## config.mk

```make
export PLATFORM = sky130hd
export DESIGN_NAME = ufp_trap
export DESIGN_NICKNAME = d
export VERILOG_FILES = /design/src/rtl/ufp_pkg.sv /design/src/rtl/ufp_trap.sv
export SDC_FILE = /design/constraint.sdc
export NUM_CORES = 1
export LEC_CHECK = 0
export ABC_AREA = 1
export BUFFER_PORTS_ARGS = -buffer_cell sky130_fd_sc_hd__buf_2
export CORE_ASPECT_RATIO = 0.9
export CORE_MARGIN = 5
export CORE_UTILIZATION = 51
export CTS_CLUSTER_DIAMETER = 50
export CTS_CLUSTER_SIZE = 12
export DETAILED_ROUTE_END_ITERATION = 10
export PLACE_DENSITY = 0.75
export SYNTH_ARGS = -nofsm -noshare
export SYNTH_HDL_FRONTEND = slang
export SYNTH_SLANG_ARGS = --single-unit
export TNS_END_PERCENT = 30
```

## constraint.sdc

```tcl
create_clock -name clk_sys -period 2.1 [get_ports clk_sys]
set_input_delay 0.105 -clock clk_sys [delete_from_list [all_inputs] [get_ports clk_sys]]
set_output_delay 0.105 -clock clk_sys [all_outputs]
set_load 0.1 [all_outputs]
```

## src/rtl/ufp_pkg.sv

```systemverilog
// shared constants for the unimplemented floating-point trap sequencer
package ufp_pkg;
    localparam logic [3:0]  FLINE_NIB      = 4'hF;   // opword[15:12] of an F-line opcode
    localparam logic [2:0]  FP_COPROC_ID   = 3'h1;   // opword[11:9] of a floating-point opcode
    localparam int          OPC_HI         = 15;
    localparam int          CPID_HI        = 11;
    localparam int          CPID_LO        = 9;
    localparam int          MODE_HI        = 5;
    localparam int          MODE_LO        = 3;
    localparam int          REG_HI         = 2;
    // addressing modes in opword[5:3]
    localparam logic [2:0]  MODE_DREG      = 3'h0;
    localparam logic [2:0]  MODE_AREG      = 3'h1;
    localparam logic [2:0]  MODE_IND       = 3'h2;
    localparam logic [2:0]  MODE_POSTINC   = 3'h3;
    localparam logic [2:0]  MODE_PREDEC    = 3'h4;
    localparam logic [2:0]  MODE_DISP      = 3'h5;
    localparam logic [2:0]  MODE_EXT       = 3'h7;
    localparam logic [2:0]  REG_IMMEDIATE  = 3'h4;   // mode 7 reg 4 is immediate data
    localparam logic [31:0] PREDEC_STEP    = 32'h0000_0004;
    // format 4 frame
    localparam logic [3:0]  FRAME_FORMAT   = 4'h4;
    localparam logic [11:0] FLINE_VEC_OFS  = 12'h02C;
    localparam int          FRAME_WORDS    = 8;
    localparam logic [31:0] FRAME_BYTES    = 32'h0000_0010;
    localparam logic [31:0] WORD_BYTES     = 32'h0000_0002;
    localparam logic [2:0]  FC_SUPER_DATA  = 3'h5;
    // status word bits
    localparam int          SW_TRACE_HIGH  = 15;
    localparam int          SW_TRACE_LOW   = 14;
    localparam int          SW_SUPER       = 13;
    // reset instruction drive length in bus clocks
    localparam int          RESET_OUT_CYCLES = 512;
    localparam int          RST_CNT_W        = 10;

    typedef enum logic [6:0] {
        ST_IDLE   = 7'b000_0001,
        ST_DECODE = 7'b000_0010,
        ST_DRAIN  = 7'b000_0100,
        ST_AEWAIT = 7'b000_1000,
        ST_SWCOPY = 7'b001_0000,
        ST_PUSH   = 7'b010_0000,
        ST_DONE   = 7'b100_0000
    } ufp_state_t;
endpackage : ufp_pkg

```

## src/rtl/ufp_trap.sv

```systemverilog
// unimplemented floating-point trap sequencer with reset-instruction drive
`timescale 1ns/10ps
`default_nettype none

module ufp_trap (
    // clock and reset
    input  wire logic        clk_sys,
    input  wire logic        arst_n,
    // instruction from decode
    input  wire logic        op_valid,
    input  wire logic [15:0] op_word,
    input  wire logic [31:0] op_pc,
    input  wire logic [31:0] next_pc,
    input  wire logic [31:0] areg_value,
    input  wire logic [31:0] disp_value,
    input  wire logic [31:0] ext_address,
    // pipeline drain status
    input  wire logic        wb_busy,
    input  wire logic        wb_access_error,
    input  wire logic        exc_busy,
    input  wire logic        ae_return,
    // status word and stack
    input  wire logic [15:0] status_in,
    input  wire logic [31:0] super_sp,
    // frame push bus
    output logic             push_valid,
    input  wire logic        push_ready,
    output logic [31:0]      push_addr,
    output logic [15:0]      push_data,
    output logic [2:0]       push_fc,
    // exception reports
    output logic             ae_take,
    output logic             fp_pending,
    output logic             fline_other,
    output logic             trap_done,
    output logic [15:0]      status_word,
    output logic             busy,
    // reset pins
    input  wire logic        reset_instr,
    input  wire logic        external_reset_input_n,
    input  wire logic        cache_disable_pin,
    output logic             system_reset_output_n,
    output logic             core_reset
);
    ufp_pkg::ufp_state_t state_reg;
    logic [15:0]         sw_copy_reg;
    logic [31:0]         ea_reg;
    logic [31:0]         fppc_reg;
    logic [31:0]         rpc_reg;
    logic [15:0]         op_reg;
    logic [2:0]          idx_reg;
    logic [31:0]         sp_base_reg;
    logic [15:0]         push_data_reg;
    logic [31:0]         push_addr_reg;
    logic                ae_take_reg;
    logic                pend_reg;
    logic                other_reg;
    logic                done_reg;
    logic [15:0]         sw_reg;
    localparam int RST_CNT_W_L = ufp_pkg::RST_CNT_W;
    logic [RST_CNT_W_L-1:0] rst_cnt_reg;
    logic                rst_active_reg;
    logic                core_rst_reg;
    logic                ext_rst;
    logic                is_fline;
    logic                is_fp;
    logic [2:0]          mode;
    logic                ea_needed;
    logic [31:0]         ea_calc;
    logic [15:0]         sw_super;

    // the cache disable level is deliberately never looked at
    // only the non-latched, non-multiplexed bus timing exists here
    assign ext_rst  = !external_reset_input_n;
    assign is_fline = (op_word[ufp_pkg::OPC_HI -: 4] == ufp_pkg::FLINE_NIB);
    assign is_fp    = is_fline &&
                      (op_word[ufp_pkg::CPID_HI:ufp_pkg::CPID_LO] == ufp_pkg::FP_COPROC_ID);
    assign mode     = op_reg[ufp_pkg::MODE_HI:ufp_pkg::MODE_LO];
    // register and immediate operands have no address
    assign ea_needed = !(mode == ufp_pkg::MODE_DREG || mode == ufp_pkg::MODE_AREG ||
                         (mode == ufp_pkg::MODE_EXT &&
                          op_reg[ufp_pkg::REG_HI:0] == ufp_pkg::REG_IMMEDIATE));
    assign sw_super = {1'b0, 1'b0, 1'b1, status_in[12:0]};

    always_comb begin
        case (mode)
            ufp_pkg::MODE_PREDEC: ea_calc = areg_value - ufp_pkg::PREDEC_STEP;
            ufp_pkg::MODE_DISP:   ea_calc = areg_value + disp_value;
            ufp_pkg::MODE_EXT:    ea_calc = ext_address;
            default:              ea_calc = areg_value;
        endcase
    end

    // frame word n, lowest address first
    function automatic logic [15:0] frame_word(input logic [2:0] n, input logic [15:0] sw,
                                               input logic [31:0] rpc, input logic [31:0] ea,
                                               input logic [31:0] fpc);
        case (n)
            3'h0:    frame_word = sw;
            3'h1:    frame_word = rpc[31:16];
            3'h2:    frame_word = rpc[15:0];
            3'h3:    frame_word = {ufp_pkg::FRAME_FORMAT, ufp_pkg::FLINE_VEC_OFS};
            3'h4:    frame_word = ea[31:16];
            3'h5:    frame_word = ea[15:0];
            3'h6:    frame_word = fpc[31:16];
            default: frame_word = fpc[15:0];
        endcase
    endfunction : frame_word

    // trap sequencer; an external reset restarts it
    always_ff @(posedge clk_sys or negedge arst_n) begin
        if (!arst_n) begin
            state_reg     <= ufp_pkg::ST_IDLE;
            sw_copy_reg   <= 16'h0000;
            ea_reg        <= 32'h0000_0000;
            fppc_reg      <= 32'h0000_0000;
            rpc_reg       <= 32'h0000_0000;
            op_reg        <= 16'h0000;
            idx_reg       <= 3'h0;
            sp_base_reg   <= 32'h0000_0000;
            push_data_reg <= 16'h0000;
            push_addr_reg <= 32'h0000_0000;
            ae_take_reg   <= 1'b0;
            pend_reg      <= 1'b0;
            other_reg     <= 1'b0;
            done_reg      <= 1'b0;
        end else if (ext_rst) begin
            state_reg   <= ufp_pkg::ST_IDLE;
            ae_take_reg <= 1'b0;
            pend_reg    <= 1'b0;
            other_reg   <= 1'b0;
            done_reg    <= 1'b0;
        end else begin
            ae_take_reg <= 1'b0;
            other_reg   <= 1'b0;
            done_reg    <= 1'b0;
            case (state_reg)
                ufp_pkg::ST_IDLE: begin
                    if (op_valid && is_fp) begin
                        op_reg    <= op_word;
                        fppc_reg  <= op_pc;
                        rpc_reg   <= next_pc;
                        state_reg <= ufp_pkg::ST_DECODE;
                    end else if (op_valid && is_fline) begin
                        other_reg <= 1'b1;
                    end
                end
                ufp_pkg::ST_DECODE: begin
                    ea_reg    <= ea_needed ? ea_calc : 32'h0000_0000;
                    state_reg <= ufp_pkg::ST_DRAIN;
                end
                ufp_pkg::ST_DRAIN: begin
                    if (wb_access_error) begin
                        ae_take_reg <= 1'b1;
                        pend_reg    <= 1'b1;
                        state_reg   <= ufp_pkg::ST_AEWAIT;
                    end else if (!wb_busy && !exc_busy) begin
                        state_reg <= ufp_pkg::ST_SWCOPY;
                    end
                end
                ufp_pkg::ST_AEWAIT: begin
                    // handler finished the write-backs in software
                    if (ae_return) begin
                        pend_reg  <= 1'b0;
                        state_reg <= ufp_pkg::ST_SWCOPY;
                    end
                end
                ufp_pkg::ST_SWCOPY: begin
                    sw_copy_reg   <= status_in;
                    sp_base_reg   <= super_sp - ufp_pkg::FRAME_BYTES;
                    push_addr_reg <= super_sp - ufp_pkg::FRAME_BYTES;
                    push_data_reg <= status_in;
                    idx_reg       <= 3'h0;
                    state_reg     <= ufp_pkg::ST_PUSH;
                end
                ufp_pkg::ST_PUSH: begin
                    if (push_ready) begin
                        if (idx_reg == 3'(ufp_pkg::FRAME_WORDS - 1)) begin
                            state_reg <= ufp_pkg::ST_DONE;
                        end else begin
                            idx_reg       <= idx_reg + 3'h1;
                            push_addr_reg <= push_addr_reg + ufp_pkg::WORD_BYTES;
                            push_data_reg <= frame_word(idx_reg + 3'h1, sw_copy_reg,
                                                        rpc_reg, ea_reg, fppc_reg);
                        end
                    end
                end
                ufp_pkg::ST_DONE: begin
                    done_reg  <= 1'b1;
                    state_reg <= ufp_pkg::ST_IDLE;
                end
                default: state_reg <= ufp_pkg::ST_IDLE;
            endcase
        end
    end

    // supervisor status is loaded at the end of the copy cycle, in effect from the first push cycle
    always_ff @(posedge clk_sys or negedge arst_n) begin
        if (!arst_n) begin
            sw_reg <= 16'h0000;
        end else if (state_reg == ufp_pkg::ST_SWCOPY) begin
            sw_reg <= sw_super;
        end else if (state_reg == ufp_pkg::ST_IDLE) begin
            sw_reg <= status_in;
        end
    end

    // reset instruction: counts clocks, touches nothing else
    always_ff @(posedge clk_sys or negedge arst_n) begin
        if (!arst_n) begin
            rst_cnt_reg    <= '0;
            rst_active_reg <= 1'b0;
            core_rst_reg   <= 1'b0;
        end else begin
            core_rst_reg <= 1'b0;
            if (ext_rst) begin
                rst_active_reg <= 1'b0;
                rst_cnt_reg    <= '0;
                core_rst_reg   <= rst_active_reg;
            end else if (rst_active_reg) begin
                if (rst_cnt_reg == RST_CNT_W_L'(ufp_pkg::RESET_OUT_CYCLES - 1)) begin
                    rst_active_reg <= 1'b0;
                end
                rst_cnt_reg <= rst_cnt_reg + 1'b1;
            end else if (reset_instr) begin
                rst_active_reg <= 1'b1;
                rst_cnt_reg    <= '0;
            end
        end
    end

    assign push_valid            = (state_reg == ufp_pkg::ST_PUSH);
    assign push_addr             = push_addr_reg;
    assign push_data             = push_data_reg;
    assign push_fc               = ufp_pkg::FC_SUPER_DATA;
    assign ae_take               = ae_take_reg;
    assign fp_pending            = pend_reg;
    assign fline_other           = other_reg;
    assign trap_done             = done_reg;
    assign status_word           = sw_reg;
    assign busy                  = (state_reg != ufp_pkg::ST_IDLE);
    assign system_reset_output_n = !rst_active_reg;
    assign core_reset            = core_rst_reg;

    chk_push_super: assert property (@(posedge clk_sys) disable iff (!arst_n)
        push_valid |-> (sw_reg[ufp_pkg::SW_SUPER] && !sw_reg[ufp_pkg::SW_TRACE_HIGH] &&
                        !sw_reg[ufp_pkg::SW_TRACE_LOW]))
        else $error("frame pushed outside supervisor state");
    chk_frame_space: assert property (@(posedge clk_sys) disable iff (!arst_n)
        push_valid |-> push_fc == ufp_pkg::FC_SUPER_DATA &&
                       push_addr - sp_base_reg == {28'h0, idx_reg, 1'b0})
        else $error("frame word at wrong place");
    chk_frame_format: assert property (@(posedge clk_sys) disable iff (!arst_n)
        (push_valid && idx_reg == 3'h3) |->
            push_data == {ufp_pkg::FRAME_FORMAT, ufp_pkg::FLINE_VEC_OFS})
        else $error("format word wrong");
    chk_frame_sw: assert property (@(posedge clk_sys) disable iff (!arst_n)
        (push_valid && idx_reg == 3'h0) |-> push_data == sw_copy_reg)
        else $error("saved status word wrong");
    chk_other_fline: assert property (@(posedge clk_sys) disable iff (!arst_n || ext_rst)
        (state_reg == ufp_pkg::ST_IDLE && op_valid && is_fline && !is_fp) |=>
            fline_other && !busy)
        else $error("other F-line opcode mishandled");
    chk_drain_wait: assert property (@(posedge clk_sys) disable iff (!arst_n)
        (state_reg == ufp_pkg::ST_DRAIN && (wb_busy || exc_busy)) |=>
            state_reg != ufp_pkg::ST_SWCOPY)
        else $error("trap started before drain");
    chk_ae_pending: assert property (@(posedge clk_sys) disable iff (!arst_n || ext_rst)
        (state_reg == ufp_pkg::ST_DRAIN && wb_access_error) |=> ae_take && fp_pending ##1 !ae_take)
        else $error("access error not flagged pending");
    chk_ae_resume: assert property (@(posedge clk_sys) disable iff (!arst_n || ext_rst)
        (state_reg == ufp_pkg::ST_AEWAIT && ae_return) |=>
            state_reg == ufp_pkg::ST_SWCOPY ##1 push_valid)
        else $error("trap not resumed after access error return");
    chk_reg_no_ea: assert property (@(posedge clk_sys) disable iff (!arst_n || ext_rst)
        (state_reg == ufp_pkg::ST_DECODE && !ea_needed) |=> ea_reg == 32'h0000_0000)
        else $error("address formed for register operand");
    chk_reset_len: assert property (@(posedge clk_sys) disable iff (!arst_n || ext_rst)
        $fell(system_reset_output_n) |-> !system_reset_output_n [*8] ##0
            (rst_cnt_reg == RST_CNT_W_L'(7)))
        else $error("reset output length wrong");
    chk_ext_reset: assert property (@(posedge clk_sys) disable iff (!arst_n)
        (ext_rst && !system_reset_output_n) |=> system_reset_output_n && core_reset)
        else $error("external reset did not release output");
endmodule : ufp_trap

`default_nettype wire

```

==> qor.yml <==
detailed_routing:
  drcViolationCount: 0
  avgRoutedWirePerCell_um: 18.13
  antenna_left: 0
  wl_mm: 56.19
  vias_per_cell: 5.521
  drt-initial-drc-count: 1783
  first_pass_iters: 5
  vias: 17110
hold_path:
  hold_class: "in -> reg"
  hold_start: "areg_value[19]"
logic_synthesis:
  synthFlopType: "dfrtp_1"
  seq_area_frac_synth_pct: 35.28
  synth_edf_count: 0
  avgSynthCellArea_um2: 6.541
  netlist_area_um2: 14760
  synth_area_leaders: "dfrtp_1 35%, nand2_1 18%, inv_1 8.0%"
  ys_async_sr_fraction_pct: 100.0
  synth_top_area_cell: "dfrtp_1"
  yosysWarnings: 0
  ys_ff_latch: 208
  synthCells: 2256
  synth_most_common_cell: "nand2_1"
  synth_top_area_share_pct: 35.11
  synth_commonest_cells: "726 x nand2_1, 316 x inv_1, 226 x nor2_1, 207 x dfrtp_1, 152 x nand3_1"
  yosysUniqueCellTypes: 57
grt:
  grt_pass1_vias: 15980
  antenna_found_initial: 1
  grt_overflow: 0
  grt_pass1_wl_mm: 85.88
  grt_max_degree: 60
  gr-usage-all-layers_pct: 32.91
floorplanning:
  die_y_um: 171.4
  die_w_um: 189.3
  start_util_pct: 51.38
  coreArea_um2: 28720
  die_area_um2: 32440
  io_pins: 310
  fp-row-count: 59
clock_tree:
  clock_sink_count: 208
  root_buffer: "clkbuf_16"
  cts_max_path_buffers: 3
  cts_max_level: 1
  cts_tree: "done"
  cts_buffers: 24
  clk_latency_ns: 0.53
  clkSlewWorstSetupHoldPaths_ns: 0.06
worst_setup_path:
  worst-setup-path-type: "reg -> out"
  worst_ep_arrival_time_ns: 1.91
  rr_worst_depth: 9
  max_stage_delay_ns: 0.43
  r2r_end: "push_data[6]"
  endpoint: "push_valid"
  rr_startpoint: "idx_reg[1]"
  crit_start: "state_reg[1]"
  required_ns: 2.00
  crit_chain: "nor2_2, nand2_1, nor2_4, buf_12, buf_12"
  rrSetupSlack_ns: 0.09
  critPathMaxFanout: 37
  endpoint_kind: "primary output"
  crit_path_start_kind: "flip-flop"
  critPathSlowestCell: "dfrtp_1"
  path_common_cell: "buf_12"
layout:
  ff_latch_area_um2: 5230
  multi_input_area_um2: 8119
  layout.nets: 2996
  syn_to_final_growth_pct: 30.49
  drive_gt1_share_pct: 19.06
  fin_area_um2: 19250
  fill_cells: 2476
pwr:
  intPower_mw: 7.420
  total_power_mw: 10.74
  power.share.switching_pct: 30.88
  cellLeakagePower_nw: 10.26
  pwr-share-clk_pct: 39.0
  p_switching_mw: 3.315
  power.share.sequential_pct: 39.4
  p_per_area_nw_per_um2: 557.5
  ir_drop_uv: 600.4
  combPwrFrac_pct: 21.6
place:
  globalplace.congestion: 1.005
  place_hpwl_mm: 41.09
  portBuffers: 302
  placed_area_um2: 17120
  dp_slack_ns: -0.1270
timing:
  worstMarginPinSlew_ns: 0.5300
  fin_ws_ns: 0.08464
  finClkSkew_ns: 0.02843
  finalHoldViolCount: 0
  fmax_ghz: 0.4962
  fin_crit_sh_pct: 95.97
  finalSetupViolCount: 0
  drv_slew: 0
  fin_setup_tns_ns: 0
  period_minus_slack_ns: 2.015
  rsz0062_at_grt: "yes"
  timing.hold.ws_ns: 0.01026
  relSlewSlack_pct: 64.67
run_status:
  status: "finished, final reports clean"
flow_run:
  drv_cap: 0
-- stage by stage --
stage               utilization [%]  instances
global placement              59.60       2943
detailed placement            59.60       2943
global route                  67.05       3100
CTS                           66.26       3094
floorplan                         -       2257
finish                        67.05       3100
-- critical path, delay by kind of cell, from the launching register on --
kind,cells,cell delay (ns)
buf+inv,2,0.44
simple gates,3,0.50
flops,1,0.43
-- how the worst min path moves through the flow --
stage	to	slack, ns	depth (start not counted)
2_1_floorplan	ae_take	-0.19	0
3_3_place_gp	rst_cnt_reg[4]	0.12	1
3_5_place_dp	rst_cnt_reg[4]	0.13	1
4_1_cts	ea_reg[17]	0.0006	5
5_1_grt	push_addr[4]	0.03	4
6_report	ea_reg[19]	0.01	5
-- metal layers --
metal  share of wire, %  wire, um  vias up  track usage, %
met1                 44     24550     8002           47.95
met5                  0         0        -               0
met3                8.9      4983      110           4.464
li1                   -         -     8152               -
met4                2.6      1448        0           7.327
met2                 45     25210      850           52.90
-- kinds of logic (layout without fill, tap and decap cells) --
family | Yosys count | after routing | synth area share [%]
AOI/OAI and AO/OA | 380 | 380 | 14.09
muxes | 16 | 16 | 1.221
DFF | 208 | 208 | 35.28
xor gates and xnor gates | 30 | 30 | 1.781
buffers and inverters | 389 | 865 | 10.79
other | 2 | 4 | 0.05090
adders and majority gates | 42 | 42 | 3.612
and+or+nand+nor | 1189 | 1189 | 33.16
-- timing repair --
item                                   in CTS  in global routing
gates cloned                                0                  2
pin swaps                                   1                  4
endpoints found under the hold margin     196                  0
buffers inserted                            0                  3
gates resized for setup                     9                 39
setup endpoints to repair                  14                138
hold buffers                              111                  0
-- layout make-up --
cell class                 count  area share (%)
antenna                        1         0.01300
clock buffer                  28           3.197
clock inverter                12          0.7993
inverter                     328           6.440
multi-input combinational   1660           42.17
sequential                   208           27.16
tap                          366           2.378
timing repair buffer         497           17.84
-- cell usage in the layout (no fill, tap or decap), types with 9 or more instances in the layout --
| master | instances |
|---|---|
| clkbuf_16 | 26 |
| ha_1 | 40 |
| inv_2 | 9 |
| nor3_1 | 27 |
| nor2_1 | 219 |
| buf_12 | 10 |
| a31oi_1 | 11 |
| mux2_2 | 16 |
| nor2_2 | 9 |
| buf_2 | 300 |
| o22ai_1 | 18 |
| nand2_1 | 719 |
| nand3_1 | 147 |
| xor2_1 | 18 |
| dlygate4sd3_1 | 111 |
| dfrtp_2 | 13 |
| o21ai_0 | 136 |
| a21oi_1 | 133 |
| nand4_1 | 23 |
| inv_1 | 314 |
| buf_4 | 70 |
| o21ai_1 | 32 |
| xnor2_1 | 12 |
| dfrtp_1 | 192 |
-- power by group through the flow --
stage / logic (mW) / clock network (mW) / registers [mW]
floorplan: 1.00 / 0 / 4.52
global placement: 2.05 / 0 / 4.28
detailed placement: 2.08 / 0 / 4.29
CTS: 2.25 / 4.18 / 4.22
global route: 2.53 / 4.37 / 4.24
finish: 2.32 / 4.19 / 4.23
(Power assumes the default switching activity.)
